==> config.mk <==
export PLATFORM = sky130hd
export DESIGN_NAME = acmp2_ctrl
export DESIGN_NICKNAME = d
export VERILOG_FILES = /design/src/design/acmp2_pkg.sv /design/src/design/acmp2_sync.sv /design/src/design/acmp2_flag.sv /design/src/design/acmp2_ctrl.sv
export VERILOG_INCLUDE_DIRS = /design/src /design/src/design
export SDC_FILE = /design/constraint.sdc
export NUM_CORES = 1
export LEC_CHECK = 0
export ABC_AREA = 1
export BUFFER_PORTS_ARGS = -buffer_cell sky130_fd_sc_hd__buf_2
export CORE_UTILIZATION = 46
export CTS_CLUSTER_DIAMETER = 80
export CTS_CLUSTER_SIZE = 28
export DETAILED_ROUTE_END_ITERATION = 6
export GPL_TIMING_DRIVEN = 1
export PLACE_DENSITY = 0.8
export RECOVER_POWER = 100
export SYNTH_ARGS = -nofsm -noshare
export SYNTH_HDL_FRONTEND = slang
export SYNTH_SLANG_ARGS = --single-unit
==> constraint.sdc <==
create_clock -name mclk -period 1.6 [get_ports mclk]
set_input_delay 0.16 -clock mclk [delete_from_list [all_inputs] [get_ports mclk]]
set_output_delay 0.16 -clock mclk [all_outputs]
set_load 0.02 [all_outputs]
==> src/design/acmp2_map.svh <==
`ifndef ACMP2_MAP_SVH
`define ACMP2_MAP_SVH

// ----------------------------------------------------------------
// Register indexes (byte address is four times the index)
// ----------------------------------------------------------------
`define ACMP2_CTRL_IDX 12'h0AD
`define ACMP2_IRQ_STAT_IDX 12'h0C0
`define ACMP2_IRQ_CLR_IDX 12'h0C1
`define ACMP2_IRQ_EN_IDX 12'h0C2
`define ACMP2_IDX_TO_ADDR(idx) ((idx) << 2)

// ----------------------------------------------------------------
// Control register fields
// ----------------------------------------------------------------
`define ACMP2_HYS_BIT 6
`define ACMP2_EN_BIT 5
`define ACMP2_PAIR_BIT 4
`define ACMP2_NEG_BIT 3
`define ACMP2_OE_BIT 2
`define ACMP2_OUT_BIT 1
`define ACMP2_FLAG_BIT 0
`define ACMP2_CTRL_RST 8'h00

// ----------------------------------------------------------------
// Interrupt layout and bus answers
// ----------------------------------------------------------------
`define ACMP2_IRQ_CHANGE_BIT 0
`define ACMP2_IRQ_EN_RST 1'h0
`define ACMP2_RESP_OKAY 2'h0
`define ACMP2_RESP_SLVERR 2'h2

`endif

==> src/design/acmp2_pkg.sv <==
package acmp2_pkg;
    typedef logic [11:0] acmp2_addr_t;
    typedef logic [31:0] acmp2_data_t;
    typedef logic [3:0] acmp2_strb_t;
    typedef logic [1:0] acmp2_resp_t;
endpackage

==> src/design/acmp2_sync.sv <==
`timescale 1ns/1ps
`default_nettype none
module acmp2_sync (
    input wire logic mclk, // System clock
    input wire logic rst, // Asynchronous reset, active high
    input wire logic asyncIn, // Level from outside the clock domain
    output logic syncOut // Level retimed to mclk
);
    logic stage1_ff;
    logic stage2_ff;

    // First stage feeds only the second, to contain metastability
    always_ff @(posedge mclk or posedge rst) begin
        if (rst) begin
            stage1_ff <= 1'b0;
            stage2_ff <= 1'b0;
        end else begin
            stage1_ff <= asyncIn;
            stage2_ff <= stage1_ff;
        end
    end

    assign syncOut = stage2_ff;
endmodule
`default_nettype wire

==> src/design/acmp2_flag.sv <==
`timescale 1ns/1ps
`default_nettype none
module acmp2_flag (
    input wire logic mclk, // System clock
    input wire logic rst, // Asynchronous reset, active high
    input wire logic setIn, // Hardware event
    input wire logic clrIn, // Clear request
    output logic flagOut // Sticky flag
);
    logic flag_ff;

    // A set in the clearing cycle wins so no event is lost
    always_ff @(posedge mclk or posedge rst) begin
        if (rst) begin
            flag_ff <= 1'b0;
        end else if (setIn) begin
            flag_ff <= 1'b1;
        end else if (clrIn) begin
            flag_ff <= 1'b0;
        end
    end

    assign flagOut = flag_ff;
endmodule
`default_nettype wire

==> src/design/acmp2_ctrl.sv <==
// Overview of operation
// - Bit 6 switches comparator input hysteresis on; zero means none.
// - Bit 5 enables the comparator and drives its power-up control.
// - Bit 4 picks first or second positive/negative input pin pair.
// - Bit 3 picks reference pin or internal reference as negative input.
// - Bit 2 with enable routes raw, unretimed comparator output to pin.
// - Bit 1 shows synchronised output, read-only, zero while disabled.
// - Bit 0 is set on every output change while enabled, rising or falling.
// - A change also sets interrupt status; with its enable set, it raises a request.
// - Flag cleared by software and whenever comparator is disabled.
`include "acmp2_map.svh"
`timescale 1ns/1ps
`default_nettype none
module acmp2_ctrl (
    input wire logic mclk, // System clock, 10 MHz
    input wire logic rst, // Asynchronous reset, active high
    input wire acmp2_pkg::acmp2_addr_t awaddr, // Write address
    input wire logic awvalid, // Write address valid
    output logic awready, // Write address ready
    input wire acmp2_pkg::acmp2_data_t wdata, // Write data
    input wire acmp2_pkg::acmp2_strb_t wstrb, // Write byte strobes
    input wire logic wvalid, // Write data valid
    output logic wready, // Write data ready
    output acmp2_pkg::acmp2_resp_t bresp, // Write response
    output logic bvalid, // Write response valid
    input wire logic bready, // Write response ready
    input wire acmp2_pkg::acmp2_addr_t araddr, // Read address
    input wire logic arvalid, // Read address valid
    output logic arready, // Read address ready
    output acmp2_pkg::acmp2_data_t rdata, // Read data
    output acmp2_pkg::acmp2_resp_t rresp, // Read response
    output logic rvalid, // Read data valid
    input wire logic rready, // Read data ready
    input wire logic cmpRaw, // Raw comparator output, asynchronous
    output logic hysteresisEn, // Hysteresis on at comparator inputs
    output logic comparatorEn, // Comparator power-up control
    output logic inputPairSel, // 0 first pin pair, 1 second pin pair
    output logic negativeInputSel, // 0 reference pin, 1 internal reference
    output logic cmpPinOut, // Comparator output pin data
    output logic cmpPinOe, // Comparator output pin enable
    output logic irq // Interrupt request, level
);
    import acmp2_pkg::*;

    // ----------------------------------------------------------------
    // Bus slave: write channels
    // ----------------------------------------------------------------
    logic awReady_ff;
    logic awHeld_ff;
    acmp2_addr_t awAddr_ff;
    logic wReady_ff;
    logic wHeld_ff;
    acmp2_data_t wData_ff;
    acmp2_strb_t wStrb_ff;
    logic bValid_ff;
    acmp2_resp_t bResp_ff;
    logic doWrite;
    logic wrMapped;

    assign doWrite = awHeld_ff && wHeld_ff && !bValid_ff;

    always_ff @(posedge mclk or posedge rst) begin
        if (rst) begin
            awReady_ff <= 1'b1;
            awHeld_ff <= 1'b0;
            awAddr_ff <= 12'h000;
        end else if (awvalid && awReady_ff) begin
            awReady_ff <= 1'b0;
            awHeld_ff <= 1'b1;
            awAddr_ff <= awaddr;
        end else if (doWrite) begin
            awHeld_ff <= 1'b0;
        end else if (bValid_ff && bready) begin
            awReady_ff <= 1'b1;
        end
    end

    always_ff @(posedge mclk or posedge rst) begin
        if (rst) begin
            wReady_ff <= 1'b1;
            wHeld_ff <= 1'b0;
            wData_ff <= 32'h0000_0000;
            wStrb_ff <= 4'h0;
        end else if (wvalid && wReady_ff) begin
            wReady_ff <= 1'b0;
            wHeld_ff <= 1'b1;
            wData_ff <= wdata;
            wStrb_ff <= wstrb;
        end else if (doWrite) begin
            wHeld_ff <= 1'b0;
        end else if (bValid_ff && bready) begin
            wReady_ff <= 1'b1;
        end
    end

    assign wrMapped = (awAddr_ff == `ACMP2_IDX_TO_ADDR(`ACMP2_CTRL_IDX))
        || (awAddr_ff == `ACMP2_IDX_TO_ADDR(`ACMP2_IRQ_STAT_IDX))
        || (awAddr_ff == `ACMP2_IDX_TO_ADDR(`ACMP2_IRQ_CLR_IDX))
        || (awAddr_ff == `ACMP2_IDX_TO_ADDR(`ACMP2_IRQ_EN_IDX));

    always_ff @(posedge mclk or posedge rst) begin
        if (rst) begin
            bValid_ff <= 1'b0;
            bResp_ff <= `ACMP2_RESP_OKAY;
        end else if (doWrite) begin
            bValid_ff <= 1'b1;
            bResp_ff <= wrMapped ? `ACMP2_RESP_OKAY : `ACMP2_RESP_SLVERR;
        end else if (bValid_ff && bready) begin
            bValid_ff <= 1'b0;
        end
    end

    // Only byte lane 0 carries register data
    logic ctrlWr;
    logic irqClrWr;
    logic irqEnWr;

    assign ctrlWr = doWrite && wStrb_ff[0]
        && (awAddr_ff == `ACMP2_IDX_TO_ADDR(`ACMP2_CTRL_IDX));
    assign irqClrWr = doWrite && wStrb_ff[0]
        && (awAddr_ff == `ACMP2_IDX_TO_ADDR(`ACMP2_IRQ_CLR_IDX));
    assign irqEnWr = doWrite && wStrb_ff[0]
        && (awAddr_ff == `ACMP2_IDX_TO_ADDR(`ACMP2_IRQ_EN_IDX));

    // ----------------------------------------------------------------
    // Control register
    // ----------------------------------------------------------------
    logic hys_ff;
    logic en_ff;
    logic pair_ff;
    logic neg_ff;
    logic oe_ff;

    localparam logic [7:0] CTRL_RST = `ACMP2_CTRL_RST;
    always_ff @(posedge mclk or posedge rst) begin
        if (rst) begin
            hys_ff <= CTRL_RST[`ACMP2_HYS_BIT];
            en_ff <= CTRL_RST[`ACMP2_EN_BIT];
            pair_ff <= CTRL_RST[`ACMP2_PAIR_BIT];
            neg_ff <= CTRL_RST[`ACMP2_NEG_BIT];
            oe_ff <= CTRL_RST[`ACMP2_OE_BIT];
        end else if (ctrlWr) begin
            hys_ff <= wData_ff[`ACMP2_HYS_BIT];
            en_ff <= wData_ff[`ACMP2_EN_BIT];
            pair_ff <= wData_ff[`ACMP2_PAIR_BIT];
            neg_ff <= wData_ff[`ACMP2_NEG_BIT];
            oe_ff <= wData_ff[`ACMP2_OE_BIT];
        end
    end

    assign hysteresisEn = hys_ff;
    assign comparatorEn = en_ff;
    assign inputPairSel = pair_ff;
    assign negativeInputSel = neg_ff;

    // ----------------------------------------------------------------
    // Output pin, sampled state and change detection
    // ----------------------------------------------------------------
    logic pinOe_ff;
    logic syncOut;
    logic prevSync_ff;
    logic outState_ff;
    logic setChange;
    logic changeFlag;
    logic flagClrSw;

    // raw output passes straight through; enable is registered
    assign cmpPinOut = cmpRaw;
    always_ff @(posedge mclk or posedge rst) begin
        if (rst) begin
            pinOe_ff <= 1'b0;
        end else begin
            pinOe_ff <= oe_ff && en_ff;
        end
    end
    assign cmpPinOe = pinOe_ff;

    // two-stage retiming of the comparator output
    acmp2_sync u_sync (
        .mclk(mclk),
        .rst(rst),
        .asyncIn(cmpRaw),
        .syncOut(syncOut)
    );

    always_ff @(posedge mclk or posedge rst) begin
        if (rst) begin
            prevSync_ff <= 1'b0;
        end else begin
            prevSync_ff <= syncOut;
        end
    end

    // read-only state, forced low while disabled
    always_ff @(posedge mclk or posedge rst) begin
        if (rst) begin
            outState_ff <= 1'b0;
        end else begin
            outState_ff <= en_ff && syncOut;
        end
    end

    // either edge sets the flag while running
    assign setChange = en_ff && (syncOut != prevSync_ff);
    // clear on zero write or while disabled
    assign flagClrSw = (ctrlWr && !wData_ff[`ACMP2_FLAG_BIT]) || !en_ff;

    acmp2_flag u_change (
        .mclk(mclk),
        .rst(rst),
        .setIn(setChange),
        .clrIn(flagClrSw),
        .flagOut(changeFlag)
    );

    // ----------------------------------------------------------------
    // Interrupt status, clear and enable
    // ----------------------------------------------------------------
    logic irqStat;
    logic irqEn_ff;
    logic irq_ff;

    acmp2_flag u_irq_stat (
        .mclk(mclk),
        .rst(rst),
        .setIn(setChange),
        .clrIn(irqClrWr && wData_ff[`ACMP2_IRQ_CHANGE_BIT]),
        .flagOut(irqStat)
    );

    always_ff @(posedge mclk or posedge rst) begin
        if (rst) begin
            irqEn_ff <= `ACMP2_IRQ_EN_RST;
        end else if (irqEnWr) begin
            irqEn_ff <= wData_ff[`ACMP2_IRQ_CHANGE_BIT];
        end
    end

    // request held while an enabled event is pending
    always_ff @(posedge mclk or posedge rst) begin
        if (rst) begin
            irq_ff <= 1'b0;
        end else begin
            irq_ff <= irqStat && irqEn_ff;
        end
    end
    assign irq = irq_ff;

    // ----------------------------------------------------------------
    // Bus slave: read channel
    // ----------------------------------------------------------------
    logic arReady_ff;
    logic rValid_ff;
    acmp2_data_t rData_ff;
    acmp2_resp_t rResp_ff;
    acmp2_data_t rdMux;
    logic rdHit;

    always_comb begin
        rdMux = 32'h0000_0000;
        rdHit = 1'b1;
        if (araddr == `ACMP2_IDX_TO_ADDR(`ACMP2_CTRL_IDX)) begin
            rdMux[`ACMP2_HYS_BIT] = hys_ff;
            rdMux[`ACMP2_EN_BIT] = en_ff;
            rdMux[`ACMP2_PAIR_BIT] = pair_ff;
            rdMux[`ACMP2_NEG_BIT] = neg_ff;
            rdMux[`ACMP2_OE_BIT] = oe_ff;
            rdMux[`ACMP2_OUT_BIT] = outState_ff;
            rdMux[`ACMP2_FLAG_BIT] = changeFlag;
        end else if (araddr == `ACMP2_IDX_TO_ADDR(`ACMP2_IRQ_STAT_IDX)) begin
            rdMux[`ACMP2_IRQ_CHANGE_BIT] = irqStat;
        end else if (araddr == `ACMP2_IDX_TO_ADDR(`ACMP2_IRQ_EN_IDX)) begin
            rdMux[`ACMP2_IRQ_CHANGE_BIT] = irqEn_ff;
        end else if (araddr != `ACMP2_IDX_TO_ADDR(`ACMP2_IRQ_CLR_IDX)) begin
            rdHit = 1'b0;
        end
    end

    always_ff @(posedge mclk or posedge rst) begin
        if (rst) begin
            arReady_ff <= 1'b1;
            rValid_ff <= 1'b0;
            rData_ff <= 32'h0000_0000;
            rResp_ff <= `ACMP2_RESP_OKAY;
        end else if (arvalid && arReady_ff) begin
            arReady_ff <= 1'b0;
            rValid_ff <= 1'b1;
            rData_ff <= rdMux;
            rResp_ff <= rdHit ? `ACMP2_RESP_OKAY : `ACMP2_RESP_SLVERR;
        end else if (rValid_ff && rready) begin
            rValid_ff <= 1'b0;
            arReady_ff <= 1'b1;
        end
    end

    assign awready = awReady_ff;
    assign wready = wReady_ff;
    assign bvalid = bValid_ff;
    assign bresp = bResp_ff;
    assign arready = arReady_ff;
    assign rvalid = rValid_ff;
    assign rdata = rData_ff;
    assign rresp = rResp_ff;
endmodule
`default_nettype wire

==> results.cfg, run 1 <==
[synthesis]
synth.area.top_cells = dfrtp_1, nand2_1, buf_4, inv_1, nor2_1
yosysTopAreaCell = dfrtp_1
synth_cells = 263
synth.distinct_cells = 25
yosys.area_share.xor_xnor_pct = 0.376
synth-adder-area-share_pct = 0
synth_top_family_by_area = simple AND/OR/NAND/NOR gates
synthSimpleGateAreaFrac_pct = 19.8
ys_ff_latch = 49
synthFlopType = dfrtp_1
ys_async_sr_fraction_pct = 100
synthMostInstantiatedCell = nand2_1
synth_compound_area_share_pct = 8.22
synth.area.mux_share_pct = 3.39
syn_area_per_cell_um2 = 8.85
yosys_warnings = 0
netlist_area_um2 = 2330
synth_top_area_share_pct = 49.4
synth_common_cells = nand2_1, dfrtp_1, buf_4
synth_enable_flop_cells = 0
yosysSeqAreaShare_pct = 52.8

[timing]
max_freq_mhz = 718
rsz0062_at_grt = no
finalSetupTns_ns = 0
setup_viol = 0
finClkSkew_ns = 0.00884
relSlewSlack_pct = 47.6
final.period_utilization_pct = 87.1
hold_violations = 0
slew_violations = 0
period_minus_slack_ns = 1.39
worst_pin_slew_ns = 0.785
setup_ws_ns = 0.207

[drt]
dr.pass1.iters = 4
drt-total-wl_um = 3960
drc_errors = 0
num_vias = 1733
via_per_inst = 4.38
drtIter0Drc = 49
routedWlPerCell_um = 9.99
final_antenna_net_count = 0

[power_and_ir_drop]
leakagePower_nw = 1.37
max-vdd-ir-drop_mv = 0.910
power_density_nw_per_um2 = 1330

[grt]
grt_pass1_wl_um = 6730
grt_max_degree = 31
grt.total_usage_pct = 16.3
antenna_found_initial = 0
first_global_vias = 1584
grt_overflow_total = 0

[clocking]
cts_num_sinks = 49
postCtsHoldBufs = 2
cts_tree = done
cts_buffer_depth = 2
root_buffer = clkbuf_8
path_clk_slew_ns = 0.09
cts_resized = 0
clock_latency_ns = 0.30
cts_setup_buffers = 0
cts_buffers = 5
htree_levels = 2

[placed_design]
io_buffers = 59
hpwl_um = 3130
place_congestion = 0.711
place_ws_ns = 0.217

[floorplan]
dieWidth_um = 73.1
ioPinCount = 116
die_y_um = 73.1
rows = 25
fp.dieArea_um2 = 5350
fp.coreArea_um2 = 4790
start_util_pct = 48.7

[worst_setup_path]
critical_path_required_ns = 1.79
crit_type = reg -> reg
worst-r2r-setup-slack_ns = 0.21
crit_path_end_kind = flop
r2r_start = awready
arrival_ns = 1.58
start_kind = flop
reg2reg_depth = 4
critPathMaxFanout = 14
reg2reg_to = awAddr_ff[2]

[worst_hold_path]
hold_path.class = in -> reg
whs_endpoint = rvalid
hold_depth = 2
worstHoldStart = rready

[layout]
fin_nets = 396
syn2layout_area_growth_pct = 14.2
diodes = 0
layout-drive-gt1-share_pct = 18.2
largest_reg_flops = 12
regMostFlops = awAddr_ff
postLayoutCoreUtil_pct = 55.6

[status]
status = finished, final reports clean

[run]
drv_cap = 0
how the worst max path moves through the flow:
stage	startpoint	end	cells past startpoint
finish	awready	awAddr_ff[2]	4
global route	awready	awAddr_ff[1]	4
CTS	awready	awAddr_ff[2]	4
detailed placement	awready	awAddr_ff[2]	4
global placement	bvalid	u_change.flagOut	6
floorplan	rst	awAddr_ff[0]	1
cells by family (layout without fill, tap and decap cells):
group           Yosys count  in the layout
buf+inv                  63            103
flops                    49             49
other cells               1             27
compound gates           34             34
mux                       7              7
simple gates            108            108
xor+xnor                  1              1
power by group:
part	switching [mW]	internal, mW	leakage (nW)
sequential	0.206	1.60	0.601
clock	0.380	0.309	0.0385
combinational	0.697	0.354	0.733
total	1.28	2.27	1.37
layer usage:
layer	wire, µm	up-vias	track usage, %
met4	49	0	5.23
met5	0	-	0
met1	1690	785	19.1
li1	-	888	-
met2	1990	55	29.0
met3	225	5	4.14
placed cells by master, fill, tap and decap left out, types with 2 or more instances in the layout:
cell type      Yosys  routed
inv_2              4       2
o21ai_1           11       2
conb_1             1      27
clkbuf_8           0       5
buf_2              4      38
nand3_1            4       4
nand3_2            3       3
o21ai_2            5       2
nor2_2             5       4
inv_1             26      28
mux2_1             6       6
dfrtp_1           46      46
dlygate4sd3_1      0       2
dfstp_1            0       3
a21oi_1           13      13
clkbuf_1           0      25
nor2_1            25      26
nand2_1           67      67
o21ai_0            4      16
per-stage QoR:
| stage | instances | power [mW] | hold slack (ns) | area (µm²) |
|---|---|---|---|---|
| after detailed placement | 386 | 2.97 | 0.198 | 2610 |
| final | 396 | 3.55 | 0.0539 | 2660 |
| after CTS | 396 | 3.67 | 0.0472 | 2710 |
| after floorplan | 289 | 2.69 | 0.191 | 2430 |
| after global routing | 396 | 3.82 | 0.0550 | 2660 |
| after global placement | 386 | 2.89 | 0.183 | 2610 |
critical path: stages, from the launching register on:
cell,delay [ns]
dfstp_1,0.55
nand2_1,0.30
clkbuf_2,0.27
nor2_1,0.12
a21oi_1,0.05
final cells by class:
cell class	instances	area, µm²
sequential	49	1230
clock buffer	7	76.3
fill	480	2130
multi-input combinational	177	828
clock inverter	1	7.51
timing repair buffer	65	322
tap	67	83.8
inverter	30	113
No activity file was read; power rests on OpenSTA's default activity.
==> inputs of run 2 (changes only) <==
- CELL_PAD_IN_SITES_DETAIL_PLACEMENT: default -> 1
- CELL_PAD_IN_SITES_GLOBAL_PLACEMENT: default -> 2
- CORE_UTILIZATION: 46 -> 25
- PLACE_DENSITY: 0.8 -> default
- PLACE_DENSITY_LB_ADDON: default -> 0.1
- SLEW_MARGIN: default -> 20
==> results.cfg, run 2 (same netlist as run 1, synthesis figures left out) <==
[grt]
grt.total_usage_pct = 10.7
grt_pass1_wl_um = 8290
grt_max_degree = 50
grt_overflow_total = 0
first_global_vias = 1784
antenna_found_initial = 0

[layout]
final_cell_mix = nand2_1, dfrtp_1, buf_2
largest_reg_flops = 12
fin_nets = 396
diodes = 0
syn2layout_area_growth_pct = 16.4
layout-drive-gt1-share_pct = 18.2
fin_cells = 437
regMostFlops = awAddr_ff
final_common_cell = nand2_1

[floorplan]
start_util_pct = 26.3
dieWidth_um = 98.5
die_y_um = 98.5
fp.coreArea_um2 = 8850
fp.dieArea_um2 = 9700
ioPinCount = 116
rows = 34

[timing]
relSlewSlack_pct = 54.0
period_minus_slack_ns = 1.33
worst_pin_slew_ns = 0.691
final.period_utilization_pct = 83.2
setup_viol = 0
slew_violations = 0
rsz0062_at_grt = no
max_freq_mhz = 751
finClkSkew_ns = 0.00471
finalSetupTns_ns = 0
hold_violations = 0

[run]
drv_cap = 0

[clocking]
cts_num_sinks = 49
clock_latency_ns = 0.30
root_buffer = clkbuf_8
cts_setup_buffers = 0
path_clk_slew_ns = 0.09
cts_buffer_depth = 2
cts_buffers = 5
htree_levels = 2
cts_tree = done

[power_and_ir_drop]
pwr-share-comb_pct = 29.5
leakagePower_nw = 1.36
internal_power_mw = 2.26
clkPwrFrac_pct = 20.1
power_density_nw_per_um2 = 1320
switching_share_pct = 36.9
p_seq_share_pct = 50.4
power.switching_mw = 1.32
max-vdd-ir-drop_mv = 0.520

[placed_design]
place_congestion = 0.677
place_inst = 427
io_buffers = 59
hpwl_um = 3590

[worst_setup_path]
critical_path_required_ns = 1.78
worst_path_max_delay_cell = dfstp_1
start_kind = flop
crit_type = reg -> reg
cp_slowest_stage_delay_ns = 0.57
crit_chain = nand2_2 -> clkbuf_1 -> nor2_1 -> a21oi_1
critPathMaxFanout = 14
arrival_ns = 1.51
reg2reg_depth = 4
crit_path_end_kind = flop

[drt]
drtIter0Drc = 57
via_per_inst = 4.02
num_vias = 1757
drt-total-wl_um = 4820
routedWlPerCell_um = 11.0
final_antenna_net_count = 0
drc_errors = 6
dr.pass1.iters = 5

[status]
status = finished with violations
violations = design-rule violations

[worst_hold_path]
hold_path.class = in -> reg
hold_depth = 2
==> run 2: metal layers <==
metal / up-vias / part of all wire, % / wire length [µm] / track usage (%)
li1: 884 / - / - / -
met1: 812 / 47 / 2240 / 13.9
met2: 56 / 46 / 2230 / 17.7
met3: 5 / 5.5 / 264 / 2.48
met4: 0 / 1.6 / 76 / 3.79
met5: - / 0 / 0 / 0
==> run 2: worst max-delay path: cells and delay by family, from the launching register on <==
family	cells	cell delay, ns
flip-flops	1	0.57
AND/OR/NAND/NOR	2	0.34
buffers and inverters	1	0.25
AO/OA/AOI/OAI	1	0.05
==> run 2: path summary, 6_finish.rpt <==
path                                   from        endpoint  slack (ns)
max                                 awready    awAddr_ff[3]        0.27
min                                  bready          bvalid        0.05
max reg2reg                         awready    awAddr_ff[3]        0.27
min reg2reg                u_sync.stage1_ff  u_sync.syncOut        0.36
max in group asynchronous               rst        rdata[6]        0.52
min in group asynchronous               rst             irq        0.63
==> run 2: final cells by class <==
type	count	area [µm²]
clock inverter	1	7.51
fill	1124	6140
tap	108	135
multi-input combinational	177	842
clock buffer	7	76.3
inverter	30	113
sequential	49	1230
timing repair buffer	65	307
==> run 2: power groups by stage <==
stage	clock, mW	combinational, mW	sequential [mW]
after floorplan	0	0.774	1.91
after global placement	0	1.12	1.84
after detailed placement	0	1.14	1.85
after CTS	0.765	1.15	1.83
after global routing	0.808	1.23	1.87
final	0.720	1.06	1.81
==> run 2: timing repair <==
item / CTS / global route
hold buffers: 2 / 0
resized for setup: 0 / 2
endpoints found under the setup margin: 0 / 3
endpoints found under the hold margin: 47 / 0
==> run 2: through the flow <==
step / setup slack (ns) / cell area [µm²] / total power [mW] / util [%] / hold WS [ns]
floorplan: 0.272 / 2430 / 2.69 / - / 0.191
global placement: 0.164 / 2660 / 2.96 / 30.0 / 0.235
detailed placement: 0.135 / 2660 / 2.99 / 30.0 / 0.232
CTS: 0.120 / 2760 / 3.74 / 31.2 / 0.0459
global route: 0.0863 / 2710 / 3.90 / 30.6 / 0.0410
finish: 0.269 / 2710 / 3.59 / 30.6 / 0.0536
